**config.mk**
```make
export PLATFORM = sky130hd
export DESIGN_NAME = fstc_frame_start
export DESIGN_NICKNAME = d
export VERILOG_FILES = /design/src/core/fstc_pkg.sv /design/src/core/fstc_frame_start.sv
export VERILOG_INCLUDE_DIRS = /design/src /design/src/core
export SDC_FILE = /design/constraint.sdc
export NUM_CORES = 1
export LEC_CHECK = 0
export BUFFER_PORTS_ARGS = -buffer_cell sky130_fd_sc_hd__buf_2
export CELL_PAD_IN_SITES_DETAIL_PLACEMENT = 0
export CELL_PAD_IN_SITES_GLOBAL_PLACEMENT = 1
export CORE_ASPECT_RATIO = 1.1
export CORE_UTILIZATION = 51
export CTS_BUF_LIST = sky130_fd_sc_hd__clkbuf_4 sky130_fd_sc_hd__clkbuf_8
export DETAILED_ROUTE_END_ITERATION = 10
export GPL_TIMING_DRIVEN = 0
export PLACE_DENSITY_LB_ADDON = 0.1
export SYNTH_ARGS = -nofsm -noshare
export SYNTH_HDL_FRONTEND = slang
export SYNTH_SLANG_ARGS = --single-unit
```
**constraint.sdc**
```tcl
create_clock -name clk -period 5.35 [get_ports clk]
set_input_delay 0.535 -clock clk [delete_from_list [all_inputs] [get_ports clk]]
set_output_delay 0.535 -clock clk [all_outputs]
set_load 0.05 [all_outputs]
```
**src/core/fstc_cfg.svh**
```systemverilog
// constants for the frame start trigger control block
`ifndef FSTC_CFG_SVH
`define FSTC_CFG_SVH
`define FSTC_SRC_W        3
`define FSTC_SRC_SOFT     3'h0
`define FSTC_SRC_SIG1     3'h1
`define FSTC_SRC_SIG2     3'h2
`define FSTC_SRC_SIG3     3'h3
`define FSTC_SRC_LINE1    3'h4
`define FSTC_SRC_LINE3    3'h5
`define FSTC_SRC_LINE4    3'h6
`define FSTC_SRC_RESET    3'h4
`define FSTC_EDGE_RISE    1'h0
`define FSTC_EDGE_FALL    1'h1
`define FSTC_ADDR_W       4
`define FSTC_REG_CTRL     4'h0
`define FSTC_REG_SRC      4'h1
`define FSTC_REG_PERIOD   4'h2
`define FSTC_REG_MINPER   4'h3
`define FSTC_REG_EXPO     4'h4
`define FSTC_REG_BURST    4'h5
`define FSTC_REG_CMD      4'h6
`define FSTC_REG_STATUS   4'h7
`define FSTC_REG_COUNT    4'h8
`define FSTC_CTRL_EXTON   0
`define FSTC_CTRL_CONT    1
`define FSTC_CTRL_RATEEN  2
`define FSTC_CTRL_BURSTON 3
`define FSTC_CTRL_WIDTHEXP 4
`define FSTC_CTRL_MODEOK  5
`define FSTC_CMD_BEGIN    0
`define FSTC_CMD_END      1
`define FSTC_CMD_SOFT     2
`define FSTC_CMD_SIG1     3
`define FSTC_CMD_SIG2     4
`define FSTC_CMD_SIG3     5
`define FSTC_CMD_BURST    6
`define FSTC_CTRL_RESET   32'h0000_0000
`define FSTC_PER_RESET    32'h0000_0001
`define FSTC_EXPO_RESET   32'h0000_0100
`define FSTC_BURST_RESET  32'h0000_0001
`define FSTC_ONE          32'h0000_0001
`define FSTC_ZERO         32'h0000_0000
`endif

```
**src/core/fstc_pkg.sv**
```systemverilog
// types for the frame start trigger control block
package fstc_pkg;
  typedef enum logic [2:0] {
    FSTC_IDLE     = 3'b000,
    FSTC_BURSTW   = 3'b001,
    FSTC_WAIT     = 3'b010,
    FSTC_EXPOSE   = 3'b011,
    FSTC_RECOVER  = 3'b100
  } fstc_state_t;
endpackage

```
**src/core/fstc_frame_start.sv**
```systemverilog
// frame start trigger control: registers, trigger selection and acquisition status
//
// Local design decisions: the placing of the registers and strobed register access.
`timescale 1ns/100ps
`include "fstc_cfg.svh"

// Behaviour
// in waiting status each accepted trigger pulse starts one frame
// waiting status needs valid mode, begin command, and burst trigger if enabled
// trigger mode has two values: off internal, on external
// trigger mode off: all frame pulses generated inside, none needed from outside
// off and single frame: one internal pulse per begin command
// off and continuous: pulses from begin command until end command
// rate limit disabled: internal pulses at maximum permitted rate
// rate limit on and slower than maximum: pulses at programmed rate
// rate limit on and faster than maximum: pulses at maximum rate
// any frame pulse acts only in waiting status
// trigger mode off: exposure length from programmed exposure setting
// trigger on: source is soft command, soft signals 1-3, or lines 1,3,4
// host issues a soft trigger command per frame when soft source chosen
// host configures lines 3 and 4 as inputs before selecting them
// host picks edge; only rising or only falling edges trigger
// source selector resets to input line 1
// trigger on with soft source: exposure from programmed setting
// line 1 source: exposure from setting or from trigger pulse width
// leave waiting on exposure start, return once ready again
// pulses outside waiting status are dropped
// burst on: back to burst wait after burst length frames
// lines synchronised, edges give exactly one single-cycle pulse
module fstc_frame_start
  import fstc_pkg::*;
#(
  parameter int DATA_W = 32
) (
  input  wire logic                    clk,
  input  wire logic                    arst_n,
  input  wire logic [`FSTC_ADDR_W-1:0] regAddr,
  input  wire logic [DATA_W-1:0]       regWrData,
  input  wire logic                    regWrite,
  input  wire logic                    regRead,
  output logic      [DATA_W-1:0]       regRdData,
  input  wire logic [2:0]              triggerLines,
  input  wire logic                    exposureBusy,
  output logic                         frame_begin_trigger,
  output logic                         exposureRun,
  output logic                         waitingFrame,
  output logic                         waitingBurst
);

  logic [DATA_W-1:0]       ctrl_r, ctrl_nxt;
  logic [`FSTC_SRC_W-1:0]  src_r, src_nxt;
  logic                    edge_r, edge_nxt;
  logic [DATA_W-1:0]       period_r, period_nxt;
  logic [DATA_W-1:0]       minPer_r, minPer_nxt;
  logic [DATA_W-1:0]       expo_r, expo_nxt;
  logic [DATA_W-1:0]       burst_r, burst_nxt;
  logic [DATA_W-1:0]       rdData_r, rdData_nxt;
  logic [DATA_W-1:0]       frames_r, frames_nxt;
  logic [DATA_W-1:0]       rateCnt_r, rateCnt_nxt;
  logic [DATA_W-1:0]       expCnt_r, expCnt_nxt;
  logic                    running_r, running_nxt;
  logic                    widthMode_r, widthMode_nxt;
  fstc_state_t             state_r, state_nxt;
  logic [2:0]              sync1_r;
  logic [2:0]              sync2_r;
  logic [2:0]              sync3_r;
  logic [2:0]              lineRiseAll;
  logic [2:0]              lineFallAll;
  logic [DATA_W-1:0]       cmd;
  logic                    extOn;
  logic                    contMode;
  logic                    rateEn;
  logic                    burstOn;
  logic                    modeOk;
  logic                    lineLevel;
  logic                    lineRise;
  logic                    lineFall;
  logic                    lineEdge;
  logic                    extPulse;
  logic                    intPulse;
  logic                    pulse;
  logic                    accept;
  logic [DATA_W-1:0]       effPeriod;

  assign cmd      = (regWrite && regAddr == `FSTC_REG_CMD) ? regWrData : `FSTC_ZERO;
  assign extOn    = ctrl_r[`FSTC_CTRL_EXTON];
  assign contMode = ctrl_r[`FSTC_CTRL_CONT];
  assign rateEn   = ctrl_r[`FSTC_CTRL_RATEEN];
  assign burstOn  = ctrl_r[`FSTC_CTRL_BURSTON];
  assign modeOk   = ctrl_r[`FSTC_CTRL_MODEOK];

  // two-flop synchroniser per line, third stage holds previous level for edges
  genvar gi;
  generate
    for (gi = 0; gi < 3; gi++) begin : g_sync
      always_ff @(posedge clk or negedge arst_n) begin
        if (!arst_n) begin
          sync1_r[gi] <= 1'b0;
          sync2_r[gi] <= 1'b0;
          sync3_r[gi] <= 1'b0;
        end else begin
          sync1_r[gi] <= triggerLines[gi];
          sync2_r[gi] <= sync1_r[gi];
          sync3_r[gi] <= sync2_r[gi];
        end
      end
      assign lineRiseAll[gi] = sync2_r[gi] & ~sync3_r[gi];
      assign lineFallAll[gi] = ~sync2_r[gi] & sync3_r[gi];
    end
  endgenerate

  // line index 0 is line 1, 1 is line 3, 2 is line 4
  always_comb begin
    lineLevel = 1'b0;
    lineRise  = 1'b0;
    lineFall  = 1'b0;
    if (src_r == `FSTC_SRC_LINE1) begin
      lineLevel = sync2_r[0];
      lineRise  = lineRiseAll[0];
      lineFall  = lineFallAll[0];
    end else if (src_r == `FSTC_SRC_LINE3) begin
      lineLevel = sync2_r[1];
      lineRise  = lineRiseAll[1];
      lineFall  = lineFallAll[1];
    end else if (src_r == `FSTC_SRC_LINE4) begin
      lineLevel = sync2_r[2];
      lineRise  = lineRiseAll[2];
      lineFall  = lineFallAll[2];
    end
  end

  assign lineEdge = (edge_r == `FSTC_EDGE_FALL) ? lineFall : lineRise;

  always_comb begin
    extPulse = 1'b0;
    case (src_r)
      `FSTC_SRC_SOFT:  extPulse = cmd[`FSTC_CMD_SOFT];
      `FSTC_SRC_SIG1:  extPulse = cmd[`FSTC_CMD_SIG1];
      `FSTC_SRC_SIG2:  extPulse = cmd[`FSTC_CMD_SIG2];
      `FSTC_SRC_SIG3:  extPulse = cmd[`FSTC_CMD_SIG3];
      `FSTC_SRC_LINE1: extPulse = lineEdge;
      `FSTC_SRC_LINE3: extPulse = lineEdge;
      `FSTC_SRC_LINE4: extPulse = lineEdge;
      default:         extPulse = 1'b0;
    endcase
  end

  // the minimum period stands for the maximum frame rate the settings allow
  always_comb begin
    effPeriod = minPer_r;
    if (rateEn && period_r > minPer_r) begin
      effPeriod = period_r;
    end   // a shorter programmed period falls back to the minimum
  end

  assign intPulse = running_r && (rateCnt_r == `FSTC_ZERO);
  assign pulse    = extOn ? extPulse : intPulse;
  assign accept   = pulse && (state_r == FSTC_WAIT);

  // register writes and run control
  always_comb begin
    ctrl_nxt    = ctrl_r;
    src_nxt     = src_r;
    edge_nxt    = edge_r;
    period_nxt  = period_r;
    minPer_nxt  = minPer_r;
    expo_nxt    = expo_r;
    burst_nxt   = burst_r;
    running_nxt = running_r;
    if (regWrite) begin
      if (regAddr == `FSTC_REG_CTRL) begin
        ctrl_nxt = regWrData;
      end else if (regAddr == `FSTC_REG_SRC) begin
        src_nxt  = regWrData[`FSTC_SRC_W-1:0];
        edge_nxt = regWrData[`FSTC_SRC_W];
      end else if (regAddr == `FSTC_REG_PERIOD) begin
        period_nxt = regWrData;
      end else if (regAddr == `FSTC_REG_MINPER) begin
        minPer_nxt = regWrData;
      end else if (regAddr == `FSTC_REG_EXPO) begin
        expo_nxt = regWrData;
      end else if (regAddr == `FSTC_REG_BURST) begin
        burst_nxt = regWrData;
      end
    end
    if (cmd[`FSTC_CMD_BEGIN] && modeOk) begin
      running_nxt = 1'b1;
    end else if (cmd[`FSTC_CMD_END]) begin
      running_nxt = 1'b0;
    end else if (!extOn && !contMode && intPulse && state_r == FSTC_WAIT) begin
      running_nxt = 1'b0;   // single frame: one pulse per begin command
    end
  end

  // internal pulse pacing: counter reloads on each accepted pulse
  always_comb begin
    rateCnt_nxt = rateCnt_r;
    if (!running_r) begin
      rateCnt_nxt = `FSTC_ZERO;
    end else if (accept) begin
      rateCnt_nxt = effPeriod - `FSTC_ONE;
    end else if (rateCnt_r != `FSTC_ZERO) begin
      rateCnt_nxt = rateCnt_r - `FSTC_ONE;
    end
  end

  // acquisition status
  always_comb begin
    state_nxt     = state_r;
    frames_nxt    = frames_r;
    expCnt_nxt    = expCnt_r;
    widthMode_nxt = widthMode_r;
    case (state_r)
      FSTC_IDLE: begin
        if (running_nxt && running_r) begin
          state_nxt  = burstOn ? FSTC_BURSTW : FSTC_WAIT;
          frames_nxt = `FSTC_ZERO;
        end
      end
      FSTC_BURSTW: begin
        if (cmd[`FSTC_CMD_BURST]) begin
          state_nxt  = FSTC_WAIT;
          frames_nxt = `FSTC_ZERO;
        end
      end
      FSTC_WAIT: begin
        if (accept) begin
          state_nxt  = FSTC_EXPOSE;
          frames_nxt = frames_r + `FSTC_ONE;
          expCnt_nxt = expo_r;
          widthMode_nxt = extOn && src_r == `FSTC_SRC_LINE1 && ctrl_r[`FSTC_CTRL_WIDTHEXP];
        end
      end
      FSTC_EXPOSE: begin
        if (widthMode_r) begin
          if (lineLevel == edge_r) begin
            state_nxt = FSTC_RECOVER;   // ends when line leaves active level
          end
        end else if (expCnt_r <= `FSTC_ONE) begin
          state_nxt = FSTC_RECOVER;
        end else begin
          expCnt_nxt = expCnt_r - `FSTC_ONE;
        end
      end
      FSTC_RECOVER: begin
        if (!exposureBusy) begin
          if (burstOn && frames_r >= burst_r) begin
            state_nxt = FSTC_BURSTW;
          end else begin
            state_nxt = FSTC_WAIT;
          end
        end
      end
      default: state_nxt = FSTC_IDLE;
    endcase
    if (!running_nxt && state_nxt == FSTC_WAIT) begin
      state_nxt = FSTC_IDLE;   // stop or finished single frame
    end else if (!running_r && state_r != FSTC_EXPOSE && state_r != FSTC_RECOVER) begin
      state_nxt = FSTC_IDLE;
    end
  end

  // read data for the cycle after the read strobe
  always_comb begin
    rdData_nxt = `FSTC_ZERO;
    if (regRead) begin
      if (regAddr == `FSTC_REG_CTRL) begin
        rdData_nxt = ctrl_r;
      end else if (regAddr == `FSTC_REG_SRC) begin
        rdData_nxt = {{(DATA_W-`FSTC_SRC_W-1){1'b0}}, edge_r, src_r};
      end else if (regAddr == `FSTC_REG_PERIOD) begin
        rdData_nxt = period_r;
      end else if (regAddr == `FSTC_REG_MINPER) begin
        rdData_nxt = minPer_r;
      end else if (regAddr == `FSTC_REG_EXPO) begin
        rdData_nxt = expo_r;
      end else if (regAddr == `FSTC_REG_BURST) begin
        rdData_nxt = burst_r;
      end else if (regAddr == `FSTC_REG_STATUS) begin
        rdData_nxt = {{(DATA_W-4){1'b0}}, running_r, state_r};
      end else if (regAddr == `FSTC_REG_COUNT) begin
        rdData_nxt = frames_r;
      end
    end
  end

  // configuration and run flag
  always_ff @(posedge clk or negedge arst_n) begin
    if (!arst_n) begin
      ctrl_r      <= `FSTC_CTRL_RESET;
      src_r       <= `FSTC_SRC_RESET;
      edge_r      <= `FSTC_EDGE_RISE;
      period_r    <= `FSTC_PER_RESET;
      minPer_r    <= `FSTC_PER_RESET;
      expo_r      <= `FSTC_EXPO_RESET;
      burst_r     <= `FSTC_BURST_RESET;
      running_r   <= 1'b0;
    end else begin
      ctrl_r      <= ctrl_nxt;
      src_r       <= src_nxt;
      edge_r      <= edge_nxt;
      period_r    <= period_nxt;
      minPer_r    <= minPer_nxt;
      expo_r      <= expo_nxt;
      burst_r     <= burst_nxt;
      running_r   <= running_nxt;
    end
  end

  // pulse pacing counter
  always_ff @(posedge clk or negedge arst_n) begin
    if (!arst_n) begin
      rateCnt_r   <= `FSTC_ZERO;
    end else begin
      rateCnt_r   <= rateCnt_nxt;
    end
  end

  // acquisition status and exposure timing
  always_ff @(posedge clk or negedge arst_n) begin
    if (!arst_n) begin
      state_r     <= FSTC_IDLE;
      frames_r    <= `FSTC_ZERO;
      expCnt_r    <= `FSTC_ZERO;
      widthMode_r <= 1'b0;
    end else begin
      state_r     <= state_nxt;
      frames_r    <= frames_nxt;
      expCnt_r    <= expCnt_nxt;
      widthMode_r <= widthMode_nxt;
    end
  end

  // read data register, zero outside the answer cycle
  always_ff @(posedge clk or negedge arst_n) begin
    if (!arst_n) begin
      rdData_r    <= `FSTC_ZERO;
    end else begin
      rdData_r    <= rdData_nxt;
    end
  end

  assign regRdData    = rdData_r;
  assign frame_begin_trigger   = accept;
  assign exposureRun  = (state_r == FSTC_EXPOSE);
  assign waitingFrame = (state_r == FSTC_WAIT);
  assign waitingBurst = (state_r == FSTC_BURSTW);

endmodule // fstc_frame_start

```
* Word level (Yosys, flattened, before mapping)
Cells that the tools add are included.
** Word-level totals
- Input bits :: 44
- Register bits after elaboration :: 306
- Output and inout port bits :: 36
** Operators by class
- Reduce and logical (&&, ||, !) cells :: 36
- $add $sub $neg :: 4
- Magnitude comparators :: 3
- Mux-type cells :: 47
- Equal/unequal tests :: 28
- Bitwise operators :: 17
** Operators with widths (count)
- $mux W32 :: 19
- $pmux W32 S3 :: 1
- $sub A32 B1 Y32 const B :: 3
- $pmux W32 S2 :: 1
- $add A32 B1 Y32 const B :: 1
- $ge A32 B32 Y1 :: 1
- $gt A32 B32 Y1 :: 1
- $le A32 B1 Y1 const B :: 1
- $logic_not A32 Y1 :: 1
- $reduce_bool A32 Y1 :: 1
- $mux W3 :: 9
- $eq A4 B3 Y1 const B :: 4
- $eq A3 B2 Y1 const B :: 5
- $logic_and A1 B1 Y1 :: 15
- $pmux W3 S5 :: 1
- $eq A3 B3 Y1 const B :: 4
- $mux W1 :: 12
- $reduce_and A4 Y1 :: 3
- $not A1 Y1 :: 11
- $eq A4 B2 Y1 const B :: 2
- $ne A2 B2 Y1 const B :: 4
- $mux W7 :: 1
- $reduce_and A7 Y1 :: 1
- $and A1 B1 Y1 :: 6
- 19 further kinds :: 27

* Depth between registers and ports, before layout
- Word-level depth :: 13
- Mapped depth :: 21
- Depth with buffers taken out :: 17

* Least setup slack after synthesis
No wires, ideal clock.
- Path type :: reg-to-reg
- From :: register rateCnt_r[11]
- To :: register rateCnt_r[16]
- Buffers on the path :: 5
- Setup slack :: 0.185 ns
- Clock period less this slack :: 5.165 ns
- Data required time :: 5.272 ns
- Stages on the path, launching flop included :: 21
- Data arrival time :: 5.087 ns
- Library setup time :: 0.078 ns
- Cells stage by stage :: dfrtp_1 > or4_1 > or2_1 > or4_4 > o221a_1 > nand2b_4 > clkinv_2 > buf_4 > buf_4 > buf_2 > buf_2 > buf_1 > o211ai_1 > o21ai_0 > ha_1 > nand3_1 > nor2_1 > a31o_2 > or3b_1 > or3_1 > a21oi_1
** On the way
- Cells in the longest elaborated chain, start to end :: 6
** RTL lines
- from (decl) :: RTL line fstc_frame_start.sv:59 : logic [DATA_W-1:0] rateCnt_r, rateCnt_nxt;
- from (signal assigned) :: RTL line fstc_frame_start.sv:313 : rateCnt_r <= `FSTC_ZERO;
- from (signal assigned) :: RTL line fstc_frame_start.sv:315 : rateCnt_r <= rateCnt_nxt;
- $logic_not A32 Y1 (no line) (*)
- $logic_and A1 B1 Y1 (*) :: RTL line fstc_frame_start.sv:156 : assign intPulse = running_r && (rateCnt_r == `FSTC_ZERO);
- $mux W1 (*) :: RTL line fstc_frame_start.sv:157 : assign pulse = extOn ? extPulse : intPulse;
- $logic_and A1 B1 Y1 (*) :: RTL line fstc_frame_start.sv:158 : assign accept = pulse && (state_r == FSTC_WAIT);
- via frame_begin_trigger :: RTL line fstc_frame_start.sv:44 : output logic frame_begin_trigger,
- $mux W32 :: RTL line fstc_frame_start.sv:200 : end else if (accept) begin
- $mux W32 :: RTL line fstc_frame_start.sv:198 : if (!running_r) begin
The timed path passes the listed nets; every way through them passes the cells marked *. The select of a mux whose other input is x is not followed.
A chain may end at the register's enable or synchronous reset.

* Final worst setup path
- From :: register rateCnt_r[3]
- To :: register rateCnt_r[28]
** On the way
- Cells in the longest elaborated chain, start to end :: 6
** RTL lines
- branches (longest 6 deep; another with $sub A32 B1 Y32)
Several ways; the timed one is not identified. The select of a mux whose other input is x is not followed.

==> run_results.csv <==
group,metric,value,unit
placed_design,port_buffers,79,
worst_setup_path,r2r_slack,150,ps
synthesis,netlist_area,0.0169,sq mm
finish,fillers,2879,
die,die_y,193,um
worst_setup_path,cp_max_fo,19,
drt,initialDrtViolationCount,1299,
synthesis,ys_seq_area_share,45.4,%
die,die_w,176,um
worst_setup_path,path_delay_family,"simple AND/OR/NAND/NOR gates",
die,rows,69,
sta,fin_ws,146,ps
hold_path,min_to,"burst_r[26]",
sta,final-setup-viol-count,0,
sta,slew_violations,0,
synthesis,ys_ff_latch,306,
synthesis,synth_edf_count,0,
drt,routed_wl,57.3,mm
worst_setup_path,r2r_start,"rateCnt_r[3]",
placed_design,globalplace.congestion,0.937,
cts,clockRootBuffer,"clkbuf_8",
worst_setup_path,slowest_stage,"nor4_1",
finish,layout-drive-gt1-share,21.3,%
drt,drtPass1Iterations,5,
sta,period_minus_slack,5200,ps
global_routing,grt_pass1_vias,13982,
finish,n_antenna_cell,0,
finish,regArea,0.00766,sq mm
sta,max-slew-margin-rel,29.8,%
cts,cts_buffers,52,
synthesis,async_flop_share,100,%
placed_design,dp.cells,2210,
global_routing,overflow,0,
power,finalPower,7.73,mW
worst_setup_path,rr_worst_depth,18,
drt,drc,0,
worst_setup_path,path_cells,"nor4_1 -> nand3_1 -> or4_4 -> o221a_1 -> nand2b_4 -> clkinv_2 -> buf_4 -> buf_6 -> buf_6 -> o211ai_1 -> o21ai_0 -> ha_1 -> nand3_1 -> nor2_1 -> a31o_2 -> nand2_1 -> nor4_1 -> mux2_2",
worst_setup_path,critPathBufInv,4,
cts,cts_buffer_depth,3,
sta,clock.fmax,192,MHz
worst_setup_path,critPathKind,"reg2reg",
hold_path,hold_path_class,"in2reg",
sta,skew,32.3,ps
placed_design,postPlaceCellArea,0.0179,sq mm
finish,layoutNonFillerInstCount,2305,
worst_setup_path,cp.depth,18,
sta,rsz0062_at_grt,"no",
placed_design,hpwl,43.4,mm
drt,ant_nets,0,
finish,final_area,0.0192,sq mm
power,power.density,403,mW/mm^2
run_status,status,"complete, no violations",
global_routing,grt_pass1_wl,86.8,mm
synthesis,yosysWarnings,0,
global_routing,grtUsageTotal,34.5,%
sta,hold_viol,0,
die,dieArea,0.0339,sq mm
finish,multi_input_area,0.00855,sq mm
die,core,0.0325,sq mm
drt,via_count,14624,
synthesis,avgSynthCellArea,9.92,sq um
synthesis,synthFlopType,"dfrtp_1",
cts,ctsHtreeMaxLevel,2,
worst_setup_path,startpoint_type,"register",
sta,period_share,97.3,%
drt,vias_per_cell,6.34,
synthesis,synthCells,1703,
drt,routedWlPerCell,24.9,um
finish,nets,1952,
worst_setup_path,endpoint_kind,"register",
worst_setup_path,critical_path.reg2reg.endpoint,"rateCnt_r[28]",
worst_setup_path,required,5850,ps
cts,cts_tree,"yes",
synthesis,syn_nets,1815,
finish,syn_to_final_growth,13.5,%
die,io_pins,80,
worst_setup_path,cp.arrival,5710,ps
job,cap_violations,0,
power,vdd_drop_max,258,uV
global_routing,antenna_found_initial,1,
synthesis,yosys.cell_types.count,76,
die,initial_core_util,52.0,%
placed_design,pre_cts_ws,-953,ps
cts,path_clk_slew,70,ps
global_routing,grt_max_degree,118,
cts,insertion_delay,630,ps
worst_setup_path,cpPeakStageDelay,680,ps
cts,cts.sinks,306,
power,p_leak,8.60,nW
hold_path,hold_depth,2,
hold_path,hold_start,"regWrData[26]",
sta,worst_pin_slew,1050,ps
layout make-up:
| class | count | share of cell area, % |
|---|---|---|
| sequential | 306 | 40.0 |
| inverter | 89 | 1.75 |
| timing repair buffer | 89 | 2.77 |
| clock inverter | 15 | 0.979 |
| clock buffer | 78 | 5.24 |
| multi-input combinational | 1215 | 44.6 |
| tap | 426 | 2.78 |
| buffer | 87 | 1.90 |
flip-flops by register name, summed over array words and instances (netlist names), 3 cells and up:
register and flops:
rateCnt_r 32, ctrl_r 32, sync2_r 3, minPer_r 32, frames_r 32, burst_r 32
regRdData 32, period_r 32, expCnt_r 32, state_r 3, src_r 3, sync1_r 3
expo_r 32, sync3_r 3
power by group:
group          switching [mW]  leakage, nW  total, mW  internal (mW)
Clock                    1.01        0.631       2.41           1.40
Combinational            1.24         4.02       2.15          0.916
Sequential              0.477         3.94       3.17           2.69
layout by cell type (no fill, tap or decap), types with 7 or more instances in the layout:
master and count:
xnor2_1 29, clkinv_2 9, a21oi_1 93, a31oi_1 40, a22oi_1 99, nand4_1 29
or2_2 13, a31o_2 9, mux2_2 168, o21ai_0 80, clkbuf_1 60, or3_1 17
o31ai_1 7, clkbuf_4 12, mux2i_1 8, buf_2 82, nand2_1 118, clkbuf_8 67
and2_1 7, dfrtp_1 301, nor3_1 43, nand3_1 36, xor2_1 8, nor2_1 139
or4_1 8, buf_1 16, o211ai_1 25, a211oi_1 7, nor4_1 35, a21o_1 17
ha_1 68, nand2b_1 13, o211a_1 7, inv_1 88
layer usage:
| layer | GRT usage (%) | vias to the layer above | part of all wire, % |
|---|---|---|---|
| met5 | 0 | - | 0 |
| met3 | 4.39 | 129 | 6.1 |
| met4 | 16.2 | 0 | 4.6 |
| met2 | 53.6 | 552 | 45 |
| met1 | 48.0 | 7388 | 44 |
| li1 | - | 6555 | - |
synthesized netlist by cell type (5+ instances only):
cell type / number / share of area [%]
and2_1: 7 / 0.26
dfstp_2: 5 / 0.78
nand2_1: 118 / 2.6
o31ai_1: 7 / 0.31
o211ai_1: 25 / 1.1
a31o_2: 9 / 0.47
nand3_1: 36 / 1.1
inv_1: 88 / 2.0
or4_1: 8 / 0.36
clkbuf_1: 67 / 1.5
nor2_1: 139 / 3.1
a21oi_1: 93 / 2.8
buf_2: 6 / 0.18
buf_1: 17 / 0.38
a211oi_1: 7 / 0.31
mux2i_1: 8 / 0.47
nor3b_1: 6 / 0.27
nand2b_1: 13 / 0.48
o21ai_0: 80 / 2.4
nor2b_1: 6 / 0.22
xor2_1: 8 / 0.41
a21o_1: 17 / 0.76
ha_1: 68 / 5.0
a22oi_1: 99 / 4.4
xnor2_1: 29 / 1.5
or2_2: 13 / 0.48
a31oi_1: 40 / 1.5
nand4_1: 29 / 1.1
dfrtp_1: 301 / 45
o211a_1: 7 / 0.41
o311ai_0: 5 / 0.26
nor4_1: 37 / 1.4
and4_1: 6 / 0.31
nor3_1: 43 / 1.3
mux2_2: 168 / 11
or3_1: 17 / 0.63
through the flow:
step           utilization, %  hold WS, ps  setup TNS [ps]
2_1_floorplan               -          239               0
3_3_place_gp             54.9          339         -643480
3_5_place_dp             55.1          340           -9840
4_1_cts                  58.9          188               0
5_1_grt                  59.1          220               0
6_report                 59.1          222               0
logic make-up (layout without fill, tap and decap cells):
logic type,count (synthesis),in the layout,share of synthesized area [%]
simple gates,503,503,14.8
buf+inv,182,358,4.19
xor+xnor,37,37,1.92
fa+ha+maj,68,68,5.04
flops,306,306,45.4
compound gates,428,428,16.7
mux,179,179,11.9
timing repair:
item / CTS / global route
pin swaps: 0 / 1
hold endpoints to repair: 65 / 0
gates resized for setup: 7 / 6
endpoints found under the setup margin: 16 / 12
hold buffers: 4 / 0
setup buffers: 0 / 4
worst max path at each step:
stage | to | start | slack, ps
3_3_place_gp | minPer_r[27] | arst_n | -2140
4_1_cts | rateCnt_r[24] | minPer_r[28] | 20
6_report | rateCnt_r[28] | rateCnt_r[3] | 150
2_1_floorplan | rateCnt_r[16] | rateCnt_r[11] | 190
5_1_grt | rateCnt_r[28] | rateCnt_r[11] | 10
3_5_place_dp | rateCnt_r[16] | minPer_r[28] | -950
Note: power is estimated with default switching activity, not from simulation.
